$ cat config.mk
export PLATFORM = sky130hd
export DESIGN_NAME = cble_core
export DESIGN_NICKNAME = d
export VERILOG_FILES = /design/src/include/cble_pkg.sv /design/src/hw/cble_regfile.sv /design/src/hw/cble_core.sv
export SDC_FILE = /design/constraint.sdc
export NUM_CORES = 1
export LEC_CHECK = 0
export CORE_AREA = 2 2 288 290
export DETAILED_ROUTE_END_ITERATION = 8
export DIE_AREA = 0 0 290 292
export DONT_BUFFER_PORTS = 1
export HOLD_SLACK_MARGIN = 0.15
export PLACE_DENSITY = 0.51
export RECOVER_POWER = 25
export SYNTH_ARGS = -nofsm -noshare
export SYNTH_HDL_FRONTEND = slang
export SYNTH_SLANG_ARGS = --single-unit
$ cat constraint.sdc
create_clock -name mclk -period 6.9 [get_ports mclk]
set_input_delay 1.38 -clock mclk [delete_from_list [all_inputs] [get_ports mclk]]
set_output_delay 1.38 -clock mclk [all_outputs]
set_load 0.01 [all_outputs]
$ cat src/include/cble_pkg.sv
// shared constants and carrier types for the compare, branch and load/store executor
package cble_pkg;

    // ********************************
    // widths and indices
    // ********************************
    localparam int REG_W = 8;
    localparam int REG_AW = 5;
    localparam int WORD_W = 16;
    localparam int DADDR_W = 16;
    localparam int IO_AW = 5;
    localparam int BRANCH_OFFS_W = 7;
    localparam int DISP_W = 6;
    localparam logic [REG_W-1:0] STATUS_RESET = 8'h00;

    // status flag bit positions
    localparam logic [2:0] FLAG_C = 3'h0;
    localparam logic [2:0] FLAG_Z = 3'h1;
    localparam logic [2:0] FLAG_N = 3'h2;
    localparam logic [2:0] FLAG_V = 3'h3;
    localparam logic [2:0] FLAG_S = 3'h4;
    localparam logic [2:0] FLAG_H = 3'h5;
    localparam logic [2:0] FLAG_T = 3'h6;

    // pointer pairs, low byte index; high byte is the next register
    localparam logic [REG_AW-1:0] PTR_X = 5'h1A;
    localparam logic [REG_AW-1:0] PTR_Y = 5'h1C;
    localparam logic [REG_AW-1:0] PTR_Z = 5'h1E;

    // ********************************
    // opcode masks and match values
    // ********************************
    localparam logic [WORD_W-1:0] MSK_ALU = 16'hFC00;
    localparam logic [WORD_W-1:0] VAL_CP = 16'h1400;
    localparam logic [WORD_W-1:0] VAL_CPC = 16'h0400;
    localparam logic [WORD_W-1:0] VAL_MOV = 16'h2C00;
    localparam logic [WORD_W-1:0] MSK_IMM = 16'hF000;
    localparam logic [WORD_W-1:0] VAL_CPI = 16'h3000;
    localparam logic [WORD_W-1:0] VAL_LDI = 16'hE000;
    localparam logic [WORD_W-1:0] MSK_PAIR = 16'hFF00;
    localparam logic [WORD_W-1:0] VAL_COPY_REG_PAIR = 16'h0100;
    localparam logic [WORD_W-1:0] VAL_SKIC = 16'h9900;
    localparam logic [WORD_W-1:0] VAL_SKIS = 16'h9B00;
    localparam logic [WORD_W-1:0] MSK_SKR = 16'hFE08;
    localparam logic [WORD_W-1:0] VAL_SKRC = 16'hFC00;
    localparam logic [WORD_W-1:0] VAL_SKRS = 16'hFE00;
    localparam logic [WORD_W-1:0] VAL_BRS = 16'hF000;
    localparam logic [WORD_W-1:0] VAL_BRC = 16'hF400;
    localparam logic [WORD_W-1:0] MSK_LDST = 16'hFE00;
    localparam logic [WORD_W-1:0] VAL_LDG = 16'h9000;
    localparam logic [WORD_W-1:0] VAL_STG = 16'h9200;
    localparam logic [WORD_W-1:0] MSK_LDD = 16'hD200;
    localparam logic [WORD_W-1:0] VAL_LDD = 16'h8000;

    // low nibble of the indirect load/store group
    localparam logic [3:0] NIB_DIRECT = 4'h0;
    localparam logic [3:0] NIB_ZI = 4'h1;
    localparam logic [3:0] NIB_ZD = 4'h2;
    localparam logic [3:0] NIB_YI = 4'h9;
    localparam logic [3:0] NIB_YD = 4'hA;
    localparam logic [3:0] NIB_X = 4'hC;
    localparam logic [3:0] NIB_XI = 4'hD;
    localparam logic [3:0] NIB_XD = 4'hE;

    // ********************************
    // types
    // ********************************
    typedef enum logic [3:0] {
        OP_NOP, OP_CP, OP_CPC, OP_CPI, OP_MOV, OP_COPY_REG_PAIR, OP_LDI, OP_SKRC,
        OP_SKRS, OP_SKIC, OP_SKIS, OP_BRS, OP_BRC, OP_LD, OP_ST
    } cble_op_t;

    typedef enum logic [2:0] {PM_PLAIN, PM_INC, PM_DEC, PM_DISP, PM_DIRECT} cble_pmode_t;

    typedef struct packed {
        logic [WORD_W-1:0] word;
        logic [WORD_W-1:0] ext;
        logic next_two_word;
    } cble_fetch_t;

    typedef struct packed {
        cble_op_t op;
        cble_pmode_t pmode;
        logic [REG_AW-1:0] rd;
        logic [REG_AW-1:0] rr;
        logic [REG_W-1:0] imm;
        logic [2:0] bsel;
        logic [BRANCH_OFFS_W-1:0] offs;
        logic [DISP_W-1:0] disp;
        logic [DADDR_W-1:0] addr;
        logic two_word;
        logic skip_two;
    } cble_dec_t;

    typedef struct packed {
        logic [DADDR_W-1:0] addr;
        logic [REG_W-1:0] wdata;
        logic we;
        logic re;
    } cble_dmem_req_t;

endpackage

$ cat src/hw/cble_regfile.sv
// working register file: three registered read ports, two write ports
`timescale 1ns/100ps
module cble_regfile #(
    parameter int DEPTH = 32,
    parameter int DATA_W = 8,
    parameter int AW = 5
) (
    input wire logic mclk,
    input wire logic rst,
    input wire logic rd_en,
    input wire logic [AW-1:0] ra_addr,
    input wire logic [AW-1:0] rb_addr,
    input wire logic [AW-1:0] rc_addr,
    output logic [DATA_W-1:0] ra_data,
    output logic [DATA_W-1:0] rb_data,
    output logic [DATA_W-1:0] rc_data,
    input wire logic w0_en,
    input wire logic [AW-1:0] w0_addr,
    input wire logic [DATA_W-1:0] w0_data,
    input wire logic w1_en,
    input wire logic [AW-1:0] w1_addr,
    input wire logic [DATA_W-1:0] w1_data
);
    logic [DATA_W-1:0] mem [DEPTH];

    // a read in the same edge as a write sees the new value, so back to back
    // instructions need no forwarding in the core
    function automatic logic [DATA_W-1:0] rd_byp(input logic [AW-1:0] a);
        logic [DATA_W-1:0] v;
        v = mem[a];
        if (w1_en && w1_addr == a) begin
            v = w1_data;
        end
        if (w0_en && w0_addr == a) begin
            v = w0_data;
        end
        return v;
    endfunction

    always_ff @(posedge mclk) begin
        for (int i = 0; i < DEPTH; i++) begin
            if (w0_en && w0_addr == AW'(i)) begin
                mem[i] <= w0_data;
            end else if (w1_en && w1_addr == AW'(i)) begin
                mem[i] <= w1_data;
            end
        end
    end

    always_ff @(posedge mclk or posedge rst) begin
        if (rst) begin
            ra_data <= '0;
            rb_data <= '0;
            rc_data <= '0;
        end else if (rd_en) begin
            ra_data <= rd_byp(ra_addr);
            rb_data <= rd_byp(rb_addr);
            rc_data <= rd_byp(rc_addr);
        end
    end
endmodule // cble_regfile

$ cat src/hw/cble_core.sv
// compare, skip, branch, move and data load/store executor of an 8-bit core
// Overview of operation
// - compares subtract without result, update Z N V C H, one clock.
// - skip when tested working-register bit is zero; pc plus 2 or 3.
// - skip when tested working-register bit is one; flags untouched, 1/2/3 clocks.
// - skip when addressed I/O register bit is zero; 1/2/3 clocks, no flags.
// - skip when addressed I/O register bit is one; 1/2/3 clocks, no flags.
// - branch when selected status bit is one: pc plus offset plus one.
// - branch when selected status bit is zero; one or two clocks.
// - signed greater-or-equal branch taken when N xor V is zero.
// - signed less-than branch taken when N xor V is one.
// - half-carry branches taken on H one or H zero.
// - transfer-bit branches taken on T one or T zero.
// - overflow branch taken when V is one.
// - carry-clear and same-or-higher on C zero; carry-set and lower on C one.
// - indirect loads through X, Y, Z take 2 clocks; post-increment bumps pointer.
// - pre-decrement load lowers pointer first, then reads new address.
// - displacement loads via Y or Z read pointer plus q, pointer unchanged.
// - direct load reads absolute address from second word in two clocks.
// - indirect store through X writes source in 2 clocks; post-increment bumps X.
`timescale 1ns/100ps
module cble_core #(
    parameter int PC_W = 16,
    parameter logic [PC_W-1:0] PC_RESET = '0
) (
    input wire logic mclk,
    input wire logic rst,
    input wire logic instr_valid,
    input wire cble_pkg::cble_fetch_t instr,
    output logic instr_ready,
    output logic [PC_W-1:0] pc,
    output logic [cble_pkg::REG_W-1:0] status_flags,
    output logic [cble_pkg::IO_AW-1:0] io_addr,
    input wire logic [cble_pkg::REG_W-1:0] io_rdata,
    output cble_pkg::cble_dmem_req_t dmem_req,
    input wire logic [cble_pkg::REG_W-1:0] dmem_rdata
);
    import cble_pkg::*;

    // ********************************
    // declarations
    // ********************************
    typedef enum {ST_RUN, ST_WAIT, ST_MEM} cble_state_t;

    cble_state_t state_reg;
    logic [1:0] wait_cnt_reg;
    logic exec_valid_reg;
    cble_dec_t exec_reg;
    cble_dec_t dec_next;
    logic [PC_W-1:0] pc_reg;
    logic [REG_W-1:0] status_flags_reg;
    logic [IO_AW-1:0] io_addr_reg;
    cble_dmem_req_t dmem_reg;
    logic accept, fire, test_bit, br_taken, skip_taken, is_mem;
    logic [REG_AW-1:0] ra_addr, rb_addr, rc_addr;
    logic [REG_W-1:0] ra_data, rb_data, rc_data;
    logic w0_en, w1_en;
    logic [REG_AW-1:0] w0_addr, w1_addr;
    logic [REG_W-1:0] w0_data, w1_data;
    logic [DADDR_W-1:0] ptr, ptr_inc, ptr_dec, eff_addr;

    // ********************************
    // functions
    // ********************************
    function automatic logic hit(input logic [WORD_W-1:0] w, input logic [WORD_W-1:0] m,
                                 input logic [WORD_W-1:0] v);
        return (w & m) == v;
    endfunction

    // subtraction flags; zchain keeps Z only if it was already set (with-carry form)
    function automatic logic [REG_W-1:0] cmp_flags(input logic [REG_W-1:0] a, input logic [REG_W-1:0] b,
                                                   input logic cin, input logic zchain,
                                                   input logic [REG_W-1:0] sr);
        logic [REG_W-1:0] r;
        logic [REG_W-1:0] f;
        r = a - b - {7'h00, cin};
        f = sr;
        f[FLAG_H] = (~a[3] & b[3]) | (b[3] & r[3]) | (r[3] & ~a[3]);
        f[FLAG_V] = (a[7] & ~b[7] & ~r[7]) | (~a[7] & b[7] & r[7]);
        f[FLAG_N] = r[7];
        f[FLAG_C] = (~a[7] & b[7]) | (b[7] & r[7]) | (r[7] & ~a[7]);
        f[FLAG_Z] = (r == 8'h00) & (~zchain | sr[FLAG_Z]);
        return f;
    endfunction

    function automatic cble_dec_t decode(input cble_fetch_t f);
        cble_dec_t d;
        d = '0;
        d.op = OP_NOP;
        d.pmode = PM_PLAIN;
        d.rd = f.word[8:4];
        d.rr = {f.word[9], f.word[3:0]};
        d.imm = {f.word[11:8], f.word[3:0]};
        d.bsel = f.word[2:0];
        d.offs = f.word[9:3];
        d.disp = {f.word[13], f.word[11:10], f.word[2:0]};
        d.addr = f.ext;
        d.skip_two = f.next_two_word;
        if (hit(f.word, MSK_ALU, VAL_CP)) begin
            d.op = OP_CP;
        end else if (hit(f.word, MSK_ALU, VAL_CPC)) begin
            d.op = OP_CPC;
        end else if (hit(f.word, MSK_ALU, VAL_MOV)) begin
            d.op = OP_MOV;
        end else if (hit(f.word, MSK_IMM, VAL_CPI) || hit(f.word, MSK_IMM, VAL_LDI)) begin
            d.op = hit(f.word, MSK_IMM, VAL_CPI) ? OP_CPI : OP_LDI;
            d.rd = {1'b1, f.word[7:4]};
        end else if (hit(f.word, MSK_PAIR, VAL_COPY_REG_PAIR)) begin
            d.op = OP_COPY_REG_PAIR;
            d.rd = {f.word[7:4], 1'b0};
            d.rr = {f.word[3:0], 1'b0};
        end else if (hit(f.word, MSK_PAIR, VAL_SKIC) || hit(f.word, MSK_PAIR, VAL_SKIS)) begin
            d.op = hit(f.word, MSK_PAIR, VAL_SKIC) ? OP_SKIC : OP_SKIS;
            d.rr = f.word[7:3];
        end else if (hit(f.word, MSK_SKR, VAL_SKRC)) begin
            d.op = OP_SKRC;
        end else if (hit(f.word, MSK_SKR, VAL_SKRS)) begin
            d.op = OP_SKRS;
        end else if (hit(f.word, MSK_ALU, VAL_BRS)) begin
            d.op = OP_BRS;
        end else if (hit(f.word, MSK_ALU, VAL_BRC)) begin
            d.op = OP_BRC;
        end else if (hit(f.word, MSK_LDST, VAL_LDG)) begin
            d.op = OP_LD;
            case (f.word[3:0])
                NIB_DIRECT: d.pmode = PM_DIRECT;
                NIB_X, NIB_XI, NIB_XD: d.rr = PTR_X;
                NIB_YI, NIB_YD: d.rr = PTR_Y;
                NIB_ZI, NIB_ZD: d.rr = PTR_Z;
                default: d.op = OP_NOP;
            endcase
            if (f.word[3:0] inside {NIB_XI, NIB_YI, NIB_ZI}) begin
                d.pmode = PM_INC;
            end else if (f.word[3:0] inside {NIB_XD, NIB_YD, NIB_ZD}) begin
                d.pmode = PM_DEC;
            end
            d.two_word = d.pmode == PM_DIRECT;
        end else if (hit(f.word, MSK_LDD, VAL_LDD)) begin
            // plain Y/Z loads are the q = 0 case of this form
            d.op = OP_LD;
            d.pmode = PM_DISP;
            d.rr = f.word[3] ? PTR_Y : PTR_Z;
        end else if (hit(f.word, MSK_LDST, VAL_STG)) begin
            d.op = (f.word[3:0] == NIB_X || f.word[3:0] == NIB_XI) ? OP_ST : OP_NOP;
            d.rr = PTR_X;
            d.pmode = (f.word[3:0] == NIB_XI) ? PM_INC : PM_PLAIN;
        end
        return d;
    endfunction

    // ********************************
    // issue: decode and operand read
    // ********************************
    assign dec_next = decode(instr);
    assign accept = instr_valid && instr_ready;
    assign ra_addr = dec_next.rd;
    assign rb_addr = dec_next.rr;
    assign rc_addr = dec_next.rr | 5'h01;

    cble_regfile #(
        .DEPTH(32),
        .DATA_W(REG_W),
        .AW(REG_AW)
    ) u_regfile (
        .mclk(mclk),
        .rst(rst),
        .rd_en(accept),
        .ra_addr(ra_addr),
        .rb_addr(rb_addr),
        .rc_addr(rc_addr),
        .ra_data(ra_data),
        .rb_data(rb_data),
        .rc_data(rc_data),
        .w0_en(w0_en),
        .w0_addr(w0_addr),
        .w0_data(w0_data),
        .w1_en(w1_en),
        .w1_addr(w1_addr),
        .w1_data(w1_data)
    );

    // ********************************
    // execute: conditions and addresses
    // ********************************
    assign fire = exec_valid_reg && state_reg == ST_RUN;

    // the S position is evaluated live so the signed branches see N xor V
    assign test_bit = (exec_reg.bsel == FLAG_S) ? (status_flags_reg[FLAG_N] ^ status_flags_reg[FLAG_V])
                                                : status_flags_reg[exec_reg.bsel];

    always_comb begin
        br_taken = 1'b0;
        skip_taken = 1'b0;
        case (exec_reg.op)
            OP_BRS: br_taken = test_bit;
            OP_BRC: br_taken = ~test_bit;
            OP_SKRC: skip_taken = ~ra_data[exec_reg.bsel];
            OP_SKRS: skip_taken = ra_data[exec_reg.bsel];
            OP_SKIC: skip_taken = ~io_rdata[exec_reg.bsel];
            OP_SKIS: skip_taken = io_rdata[exec_reg.bsel];
            default: br_taken = 1'b0;
        endcase
    end

    assign is_mem = exec_reg.op == OP_LD || exec_reg.op == OP_ST;
    assign ptr = {rc_data, rb_data};
    assign ptr_inc = ptr + 16'h0001;
    assign ptr_dec = ptr - 16'h0001;

    always_comb begin
        case (exec_reg.pmode)
            PM_DEC: eff_addr = ptr_dec;
            PM_DISP: eff_addr = ptr + {10'h000, exec_reg.disp};
            PM_DIRECT: eff_addr = exec_reg.addr;
            default: eff_addr = ptr;
        endcase
    end

    // no new word is taken while a taken branch, skip or memory access is pending
    always_comb begin
        case (state_reg)
            ST_RUN: instr_ready = !(exec_valid_reg && (br_taken || skip_taken || is_mem));
            ST_WAIT: instr_ready = wait_cnt_reg == 2'h1;
            ST_MEM: instr_ready = 1'b1;
            default: instr_ready = 1'b0;
        endcase
    end

    // ********************************
    // sequencing
    // ********************************
    always_ff @(posedge mclk or posedge rst) begin
        if (rst) begin
            state_reg <= ST_RUN;
            wait_cnt_reg <= 2'h0;
        end else begin
            case (state_reg)
                ST_RUN: begin
                    if (fire && (br_taken || skip_taken)) begin
                        state_reg <= ST_WAIT;
                        wait_cnt_reg <= (skip_taken && exec_reg.skip_two) ? 2'h2 : 2'h1;
                    end else if (fire && is_mem) begin
                        state_reg <= ST_MEM;
                    end
                end
                ST_WAIT: begin
                    if (wait_cnt_reg == 2'h1) begin
                        state_reg <= ST_RUN;
                    end
                    wait_cnt_reg <= wait_cnt_reg - 2'h1;
                end
                ST_MEM: state_reg <= ST_RUN;
                default: state_reg <= ST_RUN;
            endcase
        end
    end

    always_ff @(posedge mclk or posedge rst) begin
        if (rst) begin
            exec_valid_reg <= 1'b0;
            exec_reg <= '0;
            io_addr_reg <= '0;
        end else begin
            exec_valid_reg <= accept;
            if (accept) begin
                exec_reg <= dec_next;
                io_addr_reg <= dec_next.rr;
            end
        end
    end

    // fetch pointer moves at issue; taken flow changes add on top of pc + 1
    always_ff @(posedge mclk or posedge rst) begin
        if (rst) begin
            pc_reg <= PC_RESET;
        end else if (accept) begin
            pc_reg <= pc_reg + (dec_next.two_word ? PC_W'(2) : PC_W'(1));
        end else if (fire && br_taken) begin
            pc_reg <= pc_reg + {{(PC_W - BRANCH_OFFS_W){exec_reg.offs[6]}}, exec_reg.offs};
        end else if (fire && skip_taken) begin
            pc_reg <= pc_reg + (exec_reg.skip_two ? PC_W'(2) : PC_W'(1));
        end
    end

    // ********************************
    // status flags
    // ********************************
    always_ff @(posedge mclk or posedge rst) begin
        if (rst) begin
            status_flags_reg <= STATUS_RESET;
        end else if (fire) begin
            case (exec_reg.op)
                OP_CP: status_flags_reg <= cmp_flags(ra_data, rb_data, 1'b0, 1'b0, status_flags_reg);
                OP_CPC: status_flags_reg <= cmp_flags(ra_data, rb_data, status_flags_reg[FLAG_C], 1'b1,
                                                      status_flags_reg);
                OP_CPI: status_flags_reg <= cmp_flags(ra_data, exec_reg.imm, 1'b0, 1'b0, status_flags_reg);
                default: status_flags_reg <= status_flags_reg;
            endcase
        end
    end

    // ********************************
    // register writes
    // ********************************
    always_comb begin
        w0_en = 1'b0;
        w0_addr = exec_reg.rd;
        w0_data = rb_data;
        w1_en = 1'b0;
        w1_addr = exec_reg.rd | 5'h01;
        w1_data = rc_data;
        if (state_reg == ST_MEM && exec_reg.op == OP_LD) begin
            w0_en = 1'b1;
            w0_data = dmem_rdata;
        end else if (fire) begin
            case (exec_reg.op)
                OP_MOV: w0_en = 1'b1;
                OP_COPY_REG_PAIR: begin
                    w0_en = 1'b1;
                    w1_en = 1'b1;
                end
                OP_LDI: begin
                    w0_en = 1'b1;
                    w0_data = exec_reg.imm;
                end
                OP_LD, OP_ST: begin
                    // pointer write-back happens before the memory cycle
                    w0_en = exec_reg.pmode == PM_INC || exec_reg.pmode == PM_DEC;
                    w1_en = w0_en;
                    w0_addr = exec_reg.rr;
                    w1_addr = exec_reg.rr | 5'h01;
                    w0_data = (exec_reg.pmode == PM_INC) ? ptr_inc[7:0] : ptr_dec[7:0];
                    w1_data = (exec_reg.pmode == PM_INC) ? ptr_inc[15:8] : ptr_dec[15:8];
                end
                default: w0_en = 1'b0;
            endcase
        end
    end

    // ********************************
    // data space port
    // ********************************
    always_ff @(posedge mclk or posedge rst) begin
        if (rst) begin
            dmem_reg <= '0;
        end else if (fire && is_mem) begin
            dmem_reg.addr <= eff_addr;
            dmem_reg.wdata <= ra_data;
            dmem_reg.we <= exec_reg.op == OP_ST;
            dmem_reg.re <= exec_reg.op == OP_LD;
        end else begin
            dmem_reg.we <= 1'b0;
            dmem_reg.re <= 1'b0;
        end
    end

    assign pc = pc_reg;
    assign status_flags = status_flags_reg;
    assign io_addr = io_addr_reg;
    assign dmem_req = dmem_reg;
endmodule // cble_core

==> flow_metrics.tcl <==
set metrics [dict create \
    status "finished with violations" \
    violations "max-capacitance violations, max-slew violations" \
    syn2layout_area_growth_pct 11.7 \
    p_total_mw 9.14 \
    yosys-top-cells-area "edfxtp_1 32%, dfrtp_1 13%, mux2i_1 11%" \
    clock-root-buffer "clkbuf_16" \
    crit_path_top_delay_cell "dfrtp_1" \
    maxCapViolCount 2 \
    criticalPathCategory "register to register" \
    coreArea_um2 81600 \
    synth_edf_count 256 \
    wl_um 95900 \
    nFillCells 8250 \
    cts_tree "done" \
    hold_class "register to register" \
    pre_cts_ws_ns 0.819 \
    finalSetupViolations 0 \
    yosysMostFrequentCell "nand2_1" \
    cp-start-kind "register" \
    ios 108 \
    cts_hold_buf 0 \
    hpwlAfterDp_um 65800 \
    largest_register_ffs 256 \
    slew_headroom_pct -128 \
    drcViolationCount 0 \
    cp-end-kind "register" \
    design_area_um2 27000 \
    htreeDepth 2 \
    vias 20400 \
    path_max_fanout 13 \
    pwr-share-seq_pct 37.0 \
    postPlaceCellArea_um2 25600 \
    wire_per_inst_um 27.4 \
    grt_antenna_before_repair 1 \
    clk_pin_slew_ns 0.06 \
    drive_above_1_share_pct 10.8 \
    crit_top_cell "o21ai_0" \
    critPathMaxStageDelay_ns 0.68 \
    ys_top_cells_by_count "352 x nand2_1, 267 x mux2i_1, 256 x edfxtp_1, 155 x o21ai_0, 146 x nor2_1" \
    swShare_pct 40.0 \
    powerDensity_nw_per_um2 338 \
    tightest_slew_ns 3.40 \
    io_buffers 0 \
    setup_slack_ns 1.35 \
    grt_max_degree 74 \
    grt.total_usage_pct 22.0 \
    clock_sinks 379 \
    final.min_clock_period_ns 5.55 \
    required_ns 7.38 \
    clock_latency_ns 0.62 \
    fmax_mhz 180 \
    min_from "exec_reg[27]" \
    syn-instance-count 2467 \
    synth_warnings 0 \
    synth_area_um2 24200 \
    drtIter0Drc 2417 \
    synth_area_per_cell_um2 9.82 \
    ys_ff_latch 379 \
    startpoint "exec_reg[34]" \
    slew_violations 126 \
    ys_async_sr_fraction_pct 32.5 \
    ys_seq_area_share_pct 44.5 \
    synth_ff_type "edfxtp_1" \
    antenna_left 0 \
    crit_chain "mux4_2 -> mux2i_1 -> o21ai_0 -> o211ai_1 -> a21boi_0 -> or3_2 -> inv_2 -> a21oi_1 -> o21ai_0 -> o21ai_0 -> ha_1 -> fa_1 -> a21o_1 -> a21oi_1 -> nor2b_1 -> o21a_1 -> o22ai_1 -> o2111a_1 -> nor3_1 -> a31oi_1 -> xnor2_1 -> mux2_2" \
    intPower_mw 5.49 \
    r2r_start "exec_reg[34]" \
    drtPass1Iterations 5 \
    gp_congestion 0.933 \
    ir_drop_uv 182 \
    dieHeight_um 292 \
    switchingPower_mw 3.65 \
    die_w_um 290 \
    grt_pass1_vias 19900 \
    finalCritPeriodShare_pct 80.4 \
    cts.path.max_buffers 3 \
    rsz0062_at_grt "no" \
    viasPerCell 5.84 \
    ys_types 93 \
    overflow 0 \
    placementRows 105 \
    synth_top_area_share_pct 31.7 \
    fin_nets 2496 \
    hold_viol 0 \
    die_area_um2 84700 \
    synth_top_cell_by_area "edfxtp_1" \
    post_cts_resized 0 \
    initial_core_util_pct 29.7 \
    cts_buffers 46 \
    pwr-share-clk_pct 26.9 \
    postCtsSetupRepairBufs 0 \
    p_comb_share_pct 36.1 \
    grt_pass1_wl_um 139000 \
    finalSetupTns_ns 0 \
    p_leak_nw 10.6 \
    skew_ns 0.0204 \
    cp.arrival_ns 6.03 \
]
[worst paths after layout]
check / endpoint / slack, ns / depth (start not counted)
worst max-delay path: pc[14] / 1.35 / 22
worst min-delay path: exec_reg[27] / 0.48 / 2
worst max register to register: pc[14] / 1.35 / 22
worst min register to register: exec_reg[27] / 0.48 / 2
max in group asynchronous: exec_reg[13] / 1.69 / 2
min in group asynchronous: pc[13] / 1.65 / 1
[layout by cell type (no fill, tap or decap), types with 9 or more instances in the layout]
master	n
a211oi_1	33
a21boi_0	9
a21o_1	14
a21oi_1	106
a22oi_1	11
a311oi_1	20
a31oi_1	15
and2_1	16
and3_1	18
buf_4	65
clkbuf_1	12
clkbuf_16	47
dfrtp_1	123
edfxtp_1	256
ha_1	44
inv_1	62
mux2_2	56
mux2i_1	265
mux4_2	9
nand2_1	352
nand2b_1	17
nand3_1	75
nand4_1	13
nor2_1	145
nor2b_1	14
nor3_1	55
nor4_1	13
o211ai_1	46
o21a_1	15
o21ai_0	150
o221ai_1	31
o22ai_1	33
o31ai_1	19
or3_1	11
xnor2_1	36
xor2_1	17
[stage by stage]
stage	hold WS, ns	instances	util (%)
after global placement	0.453	3415	31.3
after detailed placement	0.462	3415	31.3
final	0.477	3497	33.1
after global routing	0.503	3496	33.1
after CTS	0.477	3496	33.2
after floorplan	0.437	2469	-
[kinds of logic (layout without fill, tap and decap cells)]
kind of cell             count (synthesis)  count (layout)  synth area share [%]
multiplexers                           332             332                  14.5
flip-flops                             379             379                  44.5
adder cells (fa/ha/maj)                 51              51                  2.85
XOR/XNOR                                61              61                  2.28
other                                    1               4                0.0155
AND/OR/NAND/NOR                        783             783                  15.0
AO/OA/AOI/OAI                          595             595                  16.3
buffers and inverters                  265             222                  4.63
[layout make-up]
type	count	area [um^2]	share of cell area, %
Multi-Input combinational cell	1825	12500	46.4
Sequential cell	379	10800	39.8
Tap cell	1070	1340	4.95
Clock buffer	59	1250	4.63
Timing Repair Buffer	75	639	2.36
Clock inverter	22	251	0.930
Inverter	66	249	0.921
Antenna cell	1	2.50	0.00925
[power groups by stage]
stage	logic, mW	clock network [mW]	registers [mW]
5_1_grt	3.59	2.58	3.42
2_1_floorplan	2.29	0	3.15
3_3_place_gp	3.19	0	3.42
4_1_cts	3.26	2.50	3.39
3_5_place_dp	3.24	0	3.43
6_report	3.30	2.46	3.38
[routing by layer]
metal | wire (um) | up-vias | GRT usage (%)
met5 | 13 | - | 0
met4 | 3730 | 2 | 8.46
met3 | 9140 | 179 | 5.09
met2 | 43500 | 1047 | 35.3
met1 | 39500 | 10200 | 28.9
li1 | - | 9024 | -
[worst max-delay path, delay by kind of cell (launching register included)]
family / cells / cell delay (ns)
compound gates: 12 / 2.01
buf+inv: 1 / 0.10
flops: 1 / 0.68
mux: 3 / 1.05
fa+ha+maj: 2 / 0.68
xor+xnor: 1 / 0.08
simple gates: 3 / 0.82
Power figures use the tool's default switching activity.
